<file path="config.mk">
export PLATFORM = sky130hd
export DESIGN_NAME = csb_unit
export DESIGN_NICKNAME = d
export VERILOG_FILES = /design/src/shared/csb_pkg.sv /design/src/hdl/csb_flag_alu.sv /design/src/hdl/csb_unit.sv
export SDC_FILE = /design/constraint.sdc
export NUM_CORES = 1
export LEC_CHECK = 0
export BUFFER_PORTS_ARGS = -buffer_cell sky130_fd_sc_hd__buf_2
export CAP_MARGIN = 20
export CORE_ASPECT_RATIO = 0.7
export CORE_MARGIN = 2
export CORE_UTILIZATION = 25
export CTS_BUF_LIST = sky130_fd_sc_hd__clkbuf_4 sky130_fd_sc_hd__clkbuf_8 sky130_fd_sc_hd__clkbuf_16
export DETAILED_ROUTE_END_ITERATION = 16
export GPL_TIMING_DRIVEN = 0
export MAX_ROUTING_LAYER = met4
export PLACE_DENSITY_LB_ADDON = 0.15
export SYNTH_ARGS = -nofsm -noshare
export SYNTH_HDL_FRONTEND = slang
export SYNTH_SLANG_ARGS = --single-unit
</file>
<file path="constraint.sdc">
create_clock -name clk_in -period 3.8 [get_ports clk_in]
set_clock_uncertainty 0.2 [all_clocks]
set_input_delay 0.57 -clock clk_in [delete_from_list [all_inputs] [get_ports clk_in]]
set_output_delay 0.57 -clock clk_in [all_outputs]
set_load 0.01 [all_outputs]
</file>
<file path="src/shared/csb_pkg.sv">
// Shared types and constants for the compare, skip and flag-branch unit.
package csb_pkg;
    // ==========================================================
    // Status flag positions
    localparam int FLAG_C = 0;
    localparam int FLAG_Z = 1;
    localparam int FLAG_N = 2;
    localparam int FLAG_V = 3;
    localparam int FLAG_S = 4;
    localparam int FLAG_H = 5;
    localparam int FLAG_T = 6;
    localparam int FLAG_I = 7;
    // ==========================================================
    // Widths, reset values and cycle figures
    localparam int DATA_W = 8;
    localparam int PC_W = 16;
    localparam int OFS_W = 7;
    localparam logic [15:0] PC_RESET = 16'h0000;
    localparam logic [1:0] CYC_NO_SKIP = 2'h1;
    localparam logic [1:0] CYC_SKIP_ONE = 2'h2;
    localparam logic [1:0] CYC_SKIP_TWO = 2'h3;
    localparam logic [15:0] STEP_ONE = 16'h0001;
    localparam logic [15:0] STEP_SKIP_ONE = 16'h0002;
    localparam logic [15:0] STEP_SKIP_TWO = 16'h0003;
    // ==========================================================
    // Operations
    typedef enum logic [2:0] {
        OP_NONE,
        OP_COMPARE,
        OP_COMPARE_CARRY,
        OP_COMPARE_IMM,
        OP_SKIP_REG_BIT_CLEAR,
        OP_SKIP_REG_BIT_SET,
        OP_SKIP_IO_BIT_CLEAR,
        OP_SKIP_IO_BIT_SET
    } csb_op_type;
    // ==========================================================
    // Decoded instruction carrier
    typedef struct packed {
        logic valid;
        csb_op_type op;
        logic branch;
        logic [7:0] dest_value;
        logic [7:0] source_value;
        logic [7:0] immediate;
        logic [2:0] bit_sel;
        logic [6:0] offset;
        logic next_is_two_word;
    } csb_instr_type;
endpackage

</file>
<file path="src/hdl/csb_flag_alu.sv">
// Subtract-and-flag datapath shared by the three compare forms.
`timescale 1ns/10ps
module csb_flag_alu (
    // Operands
    input wire logic [7:0] minuend_in,
    input wire logic [7:0] subtrahend_in,
    input wire logic borrow_in,
    input wire logic zero_prev_in,
    input wire logic chain_zero_in,
    // Flags
    output logic zero_out,
    output logic negative_out,
    output logic overflow_out,
    output logic carry_out,
    output logic half_carry_out,
    output logic sign_out
);
    logic [8:0] diff;

    always_comb begin
        diff = {1'b0, minuend_in} - {1'b0, subtrahend_in} - {8'h00, borrow_in};
        negative_out = diff[7];
        overflow_out = (minuend_in[7] & ~subtrahend_in[7] & ~diff[7])
            | (~minuend_in[7] & subtrahend_in[7] & diff[7]);
        carry_out = (~minuend_in[7] & subtrahend_in[7]) | (subtrahend_in[7] & diff[7])
            | (diff[7] & ~minuend_in[7]);
        half_carry_out = (~minuend_in[3] & subtrahend_in[3]) | (subtrahend_in[3] & diff[3])
            | (diff[3] & ~minuend_in[3]);
        sign_out = negative_out ^ overflow_out;
        // The carry form only keeps zero if it was already set, so a multi-byte
        // compare reports zero only when every byte matched.
        if (chain_zero_in) begin
            zero_out = (diff[7:0] == 8'h00) & zero_prev_in;
        end else begin
            zero_out = (diff[7:0] == 8'h00);
        end
    end
endmodule // csb_flag_alu

</file>
<file path="src/hdl/csb_unit.sv">
// Execution of compare, bit-test skip and flag-set branch instructions.
`timescale 1ns/10ps
// Operation
// - Register compare sets flags, one cycle.
// - Compare with carry subtracts carry too.
// - Immediate compare sets flags, one cycle.
// - Skip when register bit is clear.
// - Skip when register bit is set.
// - Skip when I/O bit is clear.
// - Skip when I/O bit is set.
// - Branch to PC plus offset plus one.
module csb_unit (
    // Clock and reset
    input wire logic clk_in,
    input wire logic reset_n_in,
    // Decoded instruction
    input wire csb_pkg::csb_instr_type instr_in,
    output logic instr_ready_out,
    // I/O space bit read
    output logic [2:0] io_bit_sel_out,
    input wire logic [7:0] io_value_in,
    // Status flag register
    output logic [7:0] status_flag_register_out,
    // Program counter
    output logic [15:0] program_counter_out,
    output logic done_out
);
    // ==========================================================
    // State
    typedef enum logic [1:0] {
        ST_IDLE,
        ST_WAIT
    } csb_state_type;

    // The wait counter holds the extra cycles still owed by a taken skip. The
    // new program counter waits in pending_pc_ff until the last of them.
    csb_state_type state_ff, nxt_state;
    logic [7:0] status_flag_register_ff, nxt_status_flag_register;
    logic [15:0] program_counter_ff, nxt_program_counter;
    logic [15:0] pending_pc_ff, nxt_pending_pc;
    logic [1:0] wait_ff, nxt_wait;
    logic done_ff, nxt_done;

    // Flag results of the shared subtractor, valid in the cycle in which the
    // instruction is offered.
    logic zero_flag, negative_flag, overflow_flag, carry_flag, half_flag, sign_flag;
    logic [7:0] subtrahend;
    logic borrow;
    logic is_carry_form;
    logic tested_bit;
    logic skip_taken;
    logic [15:0] offset_ext;

    // One bit picker serves the working register, the I/O value and the flags,
    // so all three tests index their bits the same way.
    function automatic logic select_bit(input logic [7:0] value, input logic [2:0] sel);
        select_bit = value[sel];
    endfunction

    // ==========================================================
    // Compare datapath
    // Only the carry form feeds the old carry in as a borrow, and only the
    // immediate form swaps the source register for the embedded constant.
    always_comb begin
        is_carry_form = (instr_in.op == csb_pkg::OP_COMPARE_CARRY);
        borrow = is_carry_form & status_flag_register_ff[csb_pkg::FLAG_C];
        if (instr_in.op == csb_pkg::OP_COMPARE_IMM) begin
            subtrahend = instr_in.immediate;
        end else begin
            subtrahend = instr_in.source_value;
        end
    end

    csb_flag_alu u_alu (
        .minuend_in(instr_in.dest_value),
        .subtrahend_in(subtrahend),
        .borrow_in(borrow),
        .zero_prev_in(status_flag_register_ff[csb_pkg::FLAG_Z]),
        .chain_zero_in(is_carry_form),
        .zero_out(zero_flag),
        .negative_out(negative_flag),
        .overflow_out(overflow_flag),
        .carry_out(carry_flag),
        .half_carry_out(half_flag),
        .sign_out(sign_flag)
    );

    // The bit select goes straight out so that the I/O space can return the
    // addressed register in the same cycle as the instruction.
    assign io_bit_sel_out = instr_in.bit_sel;
    // Ready drops only while a taken skip spends its extra cycles. An
    // instruction offered then is ignored, not queued.
    assign instr_ready_out = (state_ff == ST_IDLE);

    // ==========================================================
    // Next-state logic
    // Everything defaults to holding, so each branch below names only what it
    // changes, and done falls back to low after one cycle.
    always_comb begin
        nxt_state = state_ff;
        nxt_status_flag_register = status_flag_register_ff;
        nxt_program_counter = program_counter_ff;
        nxt_pending_pc = pending_pc_ff;
        nxt_wait = wait_ff;
        nxt_done = 1'b0;
        tested_bit = 1'b0;
        skip_taken = 1'b0;
        offset_ext = {{9{instr_in.offset[6]}}, instr_in.offset};
        // The branch bit overrides the operation code, so a branch needs no
        // operation of its own. A branch that is not taken still steps over itself.
        case (state_ff)
            ST_IDLE: begin
                if (instr_in.valid && instr_in.branch) begin
                    nxt_done = 1'b1;
                    if (select_bit(status_flag_register_ff, instr_in.bit_sel)) begin
                        nxt_program_counter = program_counter_ff + offset_ext
                            + csb_pkg::STEP_ONE;
                    end else begin
                        nxt_program_counter = program_counter_ff + csb_pkg::STEP_ONE;
                    end
                end else if (instr_in.valid) begin
                    case (instr_in.op)
                        csb_pkg::OP_COMPARE, csb_pkg::OP_COMPARE_CARRY,
                        csb_pkg::OP_COMPARE_IMM: begin
                            nxt_status_flag_register[csb_pkg::FLAG_Z] = zero_flag;
                            nxt_status_flag_register[csb_pkg::FLAG_N] = negative_flag;
                            nxt_status_flag_register[csb_pkg::FLAG_V] = overflow_flag;
                            nxt_status_flag_register[csb_pkg::FLAG_C] = carry_flag;
                            nxt_status_flag_register[csb_pkg::FLAG_H] = half_flag;
                            nxt_status_flag_register[csb_pkg::FLAG_S] = sign_flag;
                            nxt_program_counter = program_counter_ff + csb_pkg::STEP_ONE;
                            nxt_done = 1'b1;
                        end
                        csb_pkg::OP_SKIP_REG_BIT_CLEAR: begin
                            tested_bit = select_bit(instr_in.source_value, instr_in.bit_sel);
                            skip_taken = ~tested_bit;
                        end
                        csb_pkg::OP_SKIP_REG_BIT_SET: begin
                            tested_bit = select_bit(instr_in.source_value, instr_in.bit_sel);
                            skip_taken = tested_bit;
                        end
                        csb_pkg::OP_SKIP_IO_BIT_CLEAR: begin
                            tested_bit = select_bit(io_value_in, instr_in.bit_sel);
                            skip_taken = ~tested_bit;
                        end
                        csb_pkg::OP_SKIP_IO_BIT_SET: begin
                            tested_bit = select_bit(io_value_in, instr_in.bit_sel);
                            skip_taken = tested_bit;
                        end
                        default: begin
                            // An unused operation without the branch bit is dropped.
                            nxt_done = 1'b0;
                        end
                    endcase
                    // All skips share one tail: a skip not taken acts like any
                    // single-cycle instruction, and a taken one parks its target and waits.
                    if (instr_in.op inside {csb_pkg::OP_SKIP_REG_BIT_CLEAR,
                        csb_pkg::OP_SKIP_REG_BIT_SET, csb_pkg::OP_SKIP_IO_BIT_CLEAR,
                        csb_pkg::OP_SKIP_IO_BIT_SET}) begin
                        if (!skip_taken) begin
                            nxt_program_counter = program_counter_ff + csb_pkg::STEP_ONE;
                            nxt_done = 1'b1;
                        end else if (instr_in.next_is_two_word) begin
                            nxt_pending_pc = program_counter_ff + csb_pkg::STEP_SKIP_TWO;
                            nxt_wait = csb_pkg::CYC_SKIP_TWO - csb_pkg::CYC_NO_SKIP;
                            nxt_state = ST_WAIT;
                        end else begin
                            nxt_pending_pc = program_counter_ff + csb_pkg::STEP_SKIP_ONE;
                            nxt_wait = csb_pkg::CYC_SKIP_ONE - csb_pkg::CYC_NO_SKIP;
                            nxt_state = ST_WAIT;
                        end
                    end
                end
            end
            ST_WAIT: begin
                // Flags are left alone here, because a skip never touches them.
                nxt_wait = wait_ff - 2'h1;
                if (wait_ff == 2'h1) begin
                    nxt_program_counter = pending_pc_ff;
                    nxt_done = 1'b1;
                    nxt_state = ST_IDLE;
                end
            end
            default: begin
                nxt_state = ST_IDLE;
            end
        endcase
    end

    // ==========================================================
    // Registers
    // Reset loads constants only, so the flags start cleared and the counter
    // starts at its reset address.
    always_ff @(posedge clk_in or negedge reset_n_in) begin
        if (!reset_n_in) begin
            state_ff <= ST_IDLE;
            status_flag_register_ff <= 8'h00;
            program_counter_ff <= csb_pkg::PC_RESET;
            pending_pc_ff <= csb_pkg::PC_RESET;
            wait_ff <= 2'h0;
            done_ff <= 1'b0;
        end else begin
            state_ff <= nxt_state;
            status_flag_register_ff <= nxt_status_flag_register;
            program_counter_ff <= nxt_program_counter;
            pending_pc_ff <= nxt_pending_pc;
            wait_ff <= nxt_wait;
            done_ff <= nxt_done;
        end
    end

    // ==========================================================
    // Outputs
    // The flag, counter and done outputs come straight from flip-flops, so done and the program
    // counter change together on one edge.
    assign status_flag_register_out = status_flag_register_ff;
    assign program_counter_out = program_counter_ff;
    assign done_out = done_ff;
endmodule // csb_unit

</file>
==> out/results.env <==
PLACEMENTROWS=41
SYN_WARNINGS=0
CTS_MAX_PATH_BUFFERS=2
TOTAL_ROUTING_USAGE_REPORTED_BY_GLOBAL_ROUTING=0.1723
FINALNONFILLERCELLS=904
N_ANTENNA_CELL=0
HPWL_UM=13100
PIN_COUNT_OF_THE_BIGGEST_NET_ENTERING_GLOBAL_ROUTING=43
FINALCRITPERIODSHARE=0.9194
DIE-WIDTH_UM=166.0
DP_CELLS=890
WORSTSETUPENDPOINTTYPE='flop'
RUN_STATUS='finished, final reports clean'
FIN_TNS_SETUP_NS=0
CLOCK_TREE.ROOT_CELL='clkbuf_16'
CAP_VIOL_MAX_COUNT=0
DETAIL_ROUTE.FIRST_PASS.ITERATIONS=5
DESIGN.FINAL.NETS=754
POSTSYNTHREGISTERBITS=42
YOSYS.AREA.TOP_TYPE='dfrtp_1'
DIE_H_UM=117.4
SYNTH_SEQ_AREA_SHARE=0.2288
START_TO_END_TYPE_OF_THE_WORST_SETUP_PATH='flop to flop'
SETUP.REG_TO_REG.WORST_SLACK_NS=0.31
INITIAL_UTILIZATION=0.2551
COUNT_OF_INPUT_AND_OUTPUT_BUFFERS=72
CRIT_REQUIRED_NS=3.78
YOSYS-TOP-CELLS-AREA='dfrtp_1, ha_1, xnor2_1, a21oi_1, nand2_1'
WORST_HOLD_SLACK_NS=0.2859
SYN_TO_FINAL_GROWTH_PCT=19.07
CRIT_FANOUT=7
P_LEAK_nW=2.413
CLKSLEWWORSTSETUPHOLDPATHS_NS=0.07
CRIT_CHAIN='clkbuf_1 > inv_1 > ha_1 > inv_1 > fa_1 > a21o_1 > a22o_1 > a31oi_1 > o21ai_0 > a221oi_1 > xnor2_1 > o311a_1'
SYN_AREA_UM2=4593
SLEW_VIOL_FINAL=0
NETLIST_INSTANCES=581
SETUP_REPAIR_AFTER_GLOBAL_ROUTING_MISSED_ITS_MARGIN='false'
SYNTH_ENABLE_FLOP_CELLS=0
POSTROUTEANTENNANETS=0
POWER.IR.VDD_WORST_V=0.0002467
YS.FLOP_TYPE='dfrtp_1'
GPL.FINAL_WEIGHTED_CONGESTION=0.8794
CP_SLOWEST_CELL='dfrtp_1'
N_FILL_CELL=1969
CRITICAL-PATH-TOP-DELAY-FAMILY='compound AO/OA/AOI/OAI gates'
LAYOUT.CELLS.MOST_COMMON_LIST='buf_2, nand2_1, a21oi_1'
CP_NUM_BUF_INV=3
NUMBER_OF_GLOBAL_ROUTE_VIAS_BEFORE_REPAIR=4637
WORSTSKEWPAIRLATENCY_NS=0.30
REPORT.FINAL.SETUP_VIOL=0
SYNTH_AREA_PER_CELL_UM2=7.906
DRIVE_GT1_FRAC=0.1781
ANTENNA_FOUND_INITIAL=0
FLOORPLAN.DIE_AREA_UM2=19490
FINAL-SEQ-AREA_UM2=1051
LAYOUT_COMMONEST_CELL='buf_2'
CTS.SINK_COUNT=42
PWR_DENSITY_CELL_nW_PER_UM2=651.7
DESIGN.CORE.AREA_UM2=18010
CRIT_PATH_MAX_INCR_DELAY_NS=0.40
DRC=0
GRT_FIRST_PASS_WIRELENGTH_UM=25980
CRIT_PATH_TOP_CELL_BY_COUNT='inv_1'
FINALCOREUTILIZATION=0.3037
DETAIL_ROUTE.ITER0.VIOLATIONS=336
ROUTE.DETAILED.VIAS_PER_INST=5.150
ACHIEVABLE-FREQUENCY_MHz=286.2
REMAINING_GLOBAL_ROUTE_OVERFLOW=0
FOOTPRINT_OF_THE_MULTI_INPUT_GATES_UM2=3209
CRITPATHARRIVALTIME_NS=3.48
SYNTHDISTINCTLIBCELLS=62
SYNTHDOMINANTCELLAREASHARE=0.2288
PERIOD_MINUS_SLACK_NS=3.494
SYNTH-ASYNC-RESET-RATIO=1.000
DR_TOTAL_VIAS=4656
ROUTED_WIRE_LENGTH_PER_INSTANCE_UM=17.98
WORSTSETUPSTARTPOINTTYPE='flop'
IO_PINS=79
CLOCK_TREE_FROM_TRITONCTS='yes'
MAXIMUM_LEVEL_OF_THE_CTS_H_TREE=2
WORST-SLEW-PIN-TRANSITION_NS=1.027
TIMING.FINAL.HOLD_VIOLATIONS=0
MAXSLEWHEADROOM=0.3156
ROUTED_WIRELENGTH_UM=16260
HOLD_PATH_CLASS='flop to flop'
NUMCTSBUFFERS=5
-- final timing paths --
kind,startpoint,endpoint,depth (start not counted)
worst min-delay path,pending_pc_ff[3],pending_pc_ff[3],2
worst min register to register,pending_pc_ff[3],pending_pc_ff[3],2
min in group asynchronous,reset_n_in,program_counter_out[7],2
worst max-delay path,program_counter_out[0],program_counter_out[14],12
max in group asynchronous,reset_n_in,program_counter_out[0],3
worst max register to register,program_counter_out[0],program_counter_out[14],12
-- timing repair --
item,4_1_cts,5_1_grt
hold endpoints to repair,0,5
buffers inserted,0,4
endpoints found under the setup margin,0,5
resized for setup,0,1
hold buffers,0,1
-- cell type report --
class,instances,share of cell area
buffer,43,0.03706
clock buffer,7,0.02677
clock inverter,1,0.0009151
inverter,37,0.02539
multi-input combinational,460,0.5868
sequential,42,0.1922
tap,236,0.05399
timing repair buffer,78,0.07687
-- cell usage after synthesis, types with 4 or more instances --
cell       n
a211oi_1   4
a21o_1     8
a21oi_1   46
a31oi_1    6
and2_1     5
and3_1     7
buf_4      8
clkbuf_1  31
dfrtp_1   42
ha_1      34
inv_1     37
mux2_2    11
mux2i_1   14
mux4_2     5
nand2_1   58
nand2b_1   5
nand3_1   21
nand4_1    8
nor2_1    42
nor2b_1    5
nor3_1    13
o211ai_1   5
o21a_1     8
o21ai_0   36
o21ai_1    4
o221ai_1   7
o31ai_1    6
or3_1      5
xnor2_1   27
xor2_1    20
-- kinds of logic (layout without fill, tap and decap cells) --
group,Yosys count,after routing,share of synthesized area
flops,42,42,0.2288
other cells,1,2,0.0008164
compound gates,160,160,0.2261
fa+ha+maj,37,37,0.1057
mux,30,30,0.08199
simple gates,184,184,0.1926
xor+xnor,47,47,0.08962
buf+inv,80,166,0.07437
-- through the flow --
stage	area, um^2	setup WS, ns	power (mW)
2_1_floorplan	4597	0.2952	2.339
3_3_place_gp	5253	-0.2606	3.059
3_5_place_dp	5253	-0.3053	3.071
4_1_cts	5404	0.0003855	3.555
5_1_grt	5469	0.09943	3.885
6_report	5469	0.3062	3.564
-- flip-flops by register name (all words and copies together) (netlist names) --
signal,cells
done_out,1
pending_pc_ff,16
program_counter_out,16
state_ff,1
wait_ff,2
status_flag_register_out,6
-- power breakdown --
group	internal [mW]	leakage [nW]	total [mW]	switching, mW
combinational	0.879	1.83	2.25	1.37
clock	0.269	0.0773	0.466	0.197
sequential	0.645	0.507	0.850	0.205
-- tightest hold or removal path, stage by stage, from the launching register on --
cell and delay (ns):
dfrtp_1 0.35, nand2_1 0.05, o21ai_0 0.06
-- per-layer routing --
metal | GRT usage | part of all wire | up-vias
met5 | - | 0 | -
met3 | 0.02599 | 0.053 | 13
met2 | 0.2308 | 0.39 | 154
met1 | 0.2709 | 0.55 | 2238
li1 | - | - | 2251
met4 | 0.02772 | 0.0081 | 0
(Power assumes the default switching activity.)
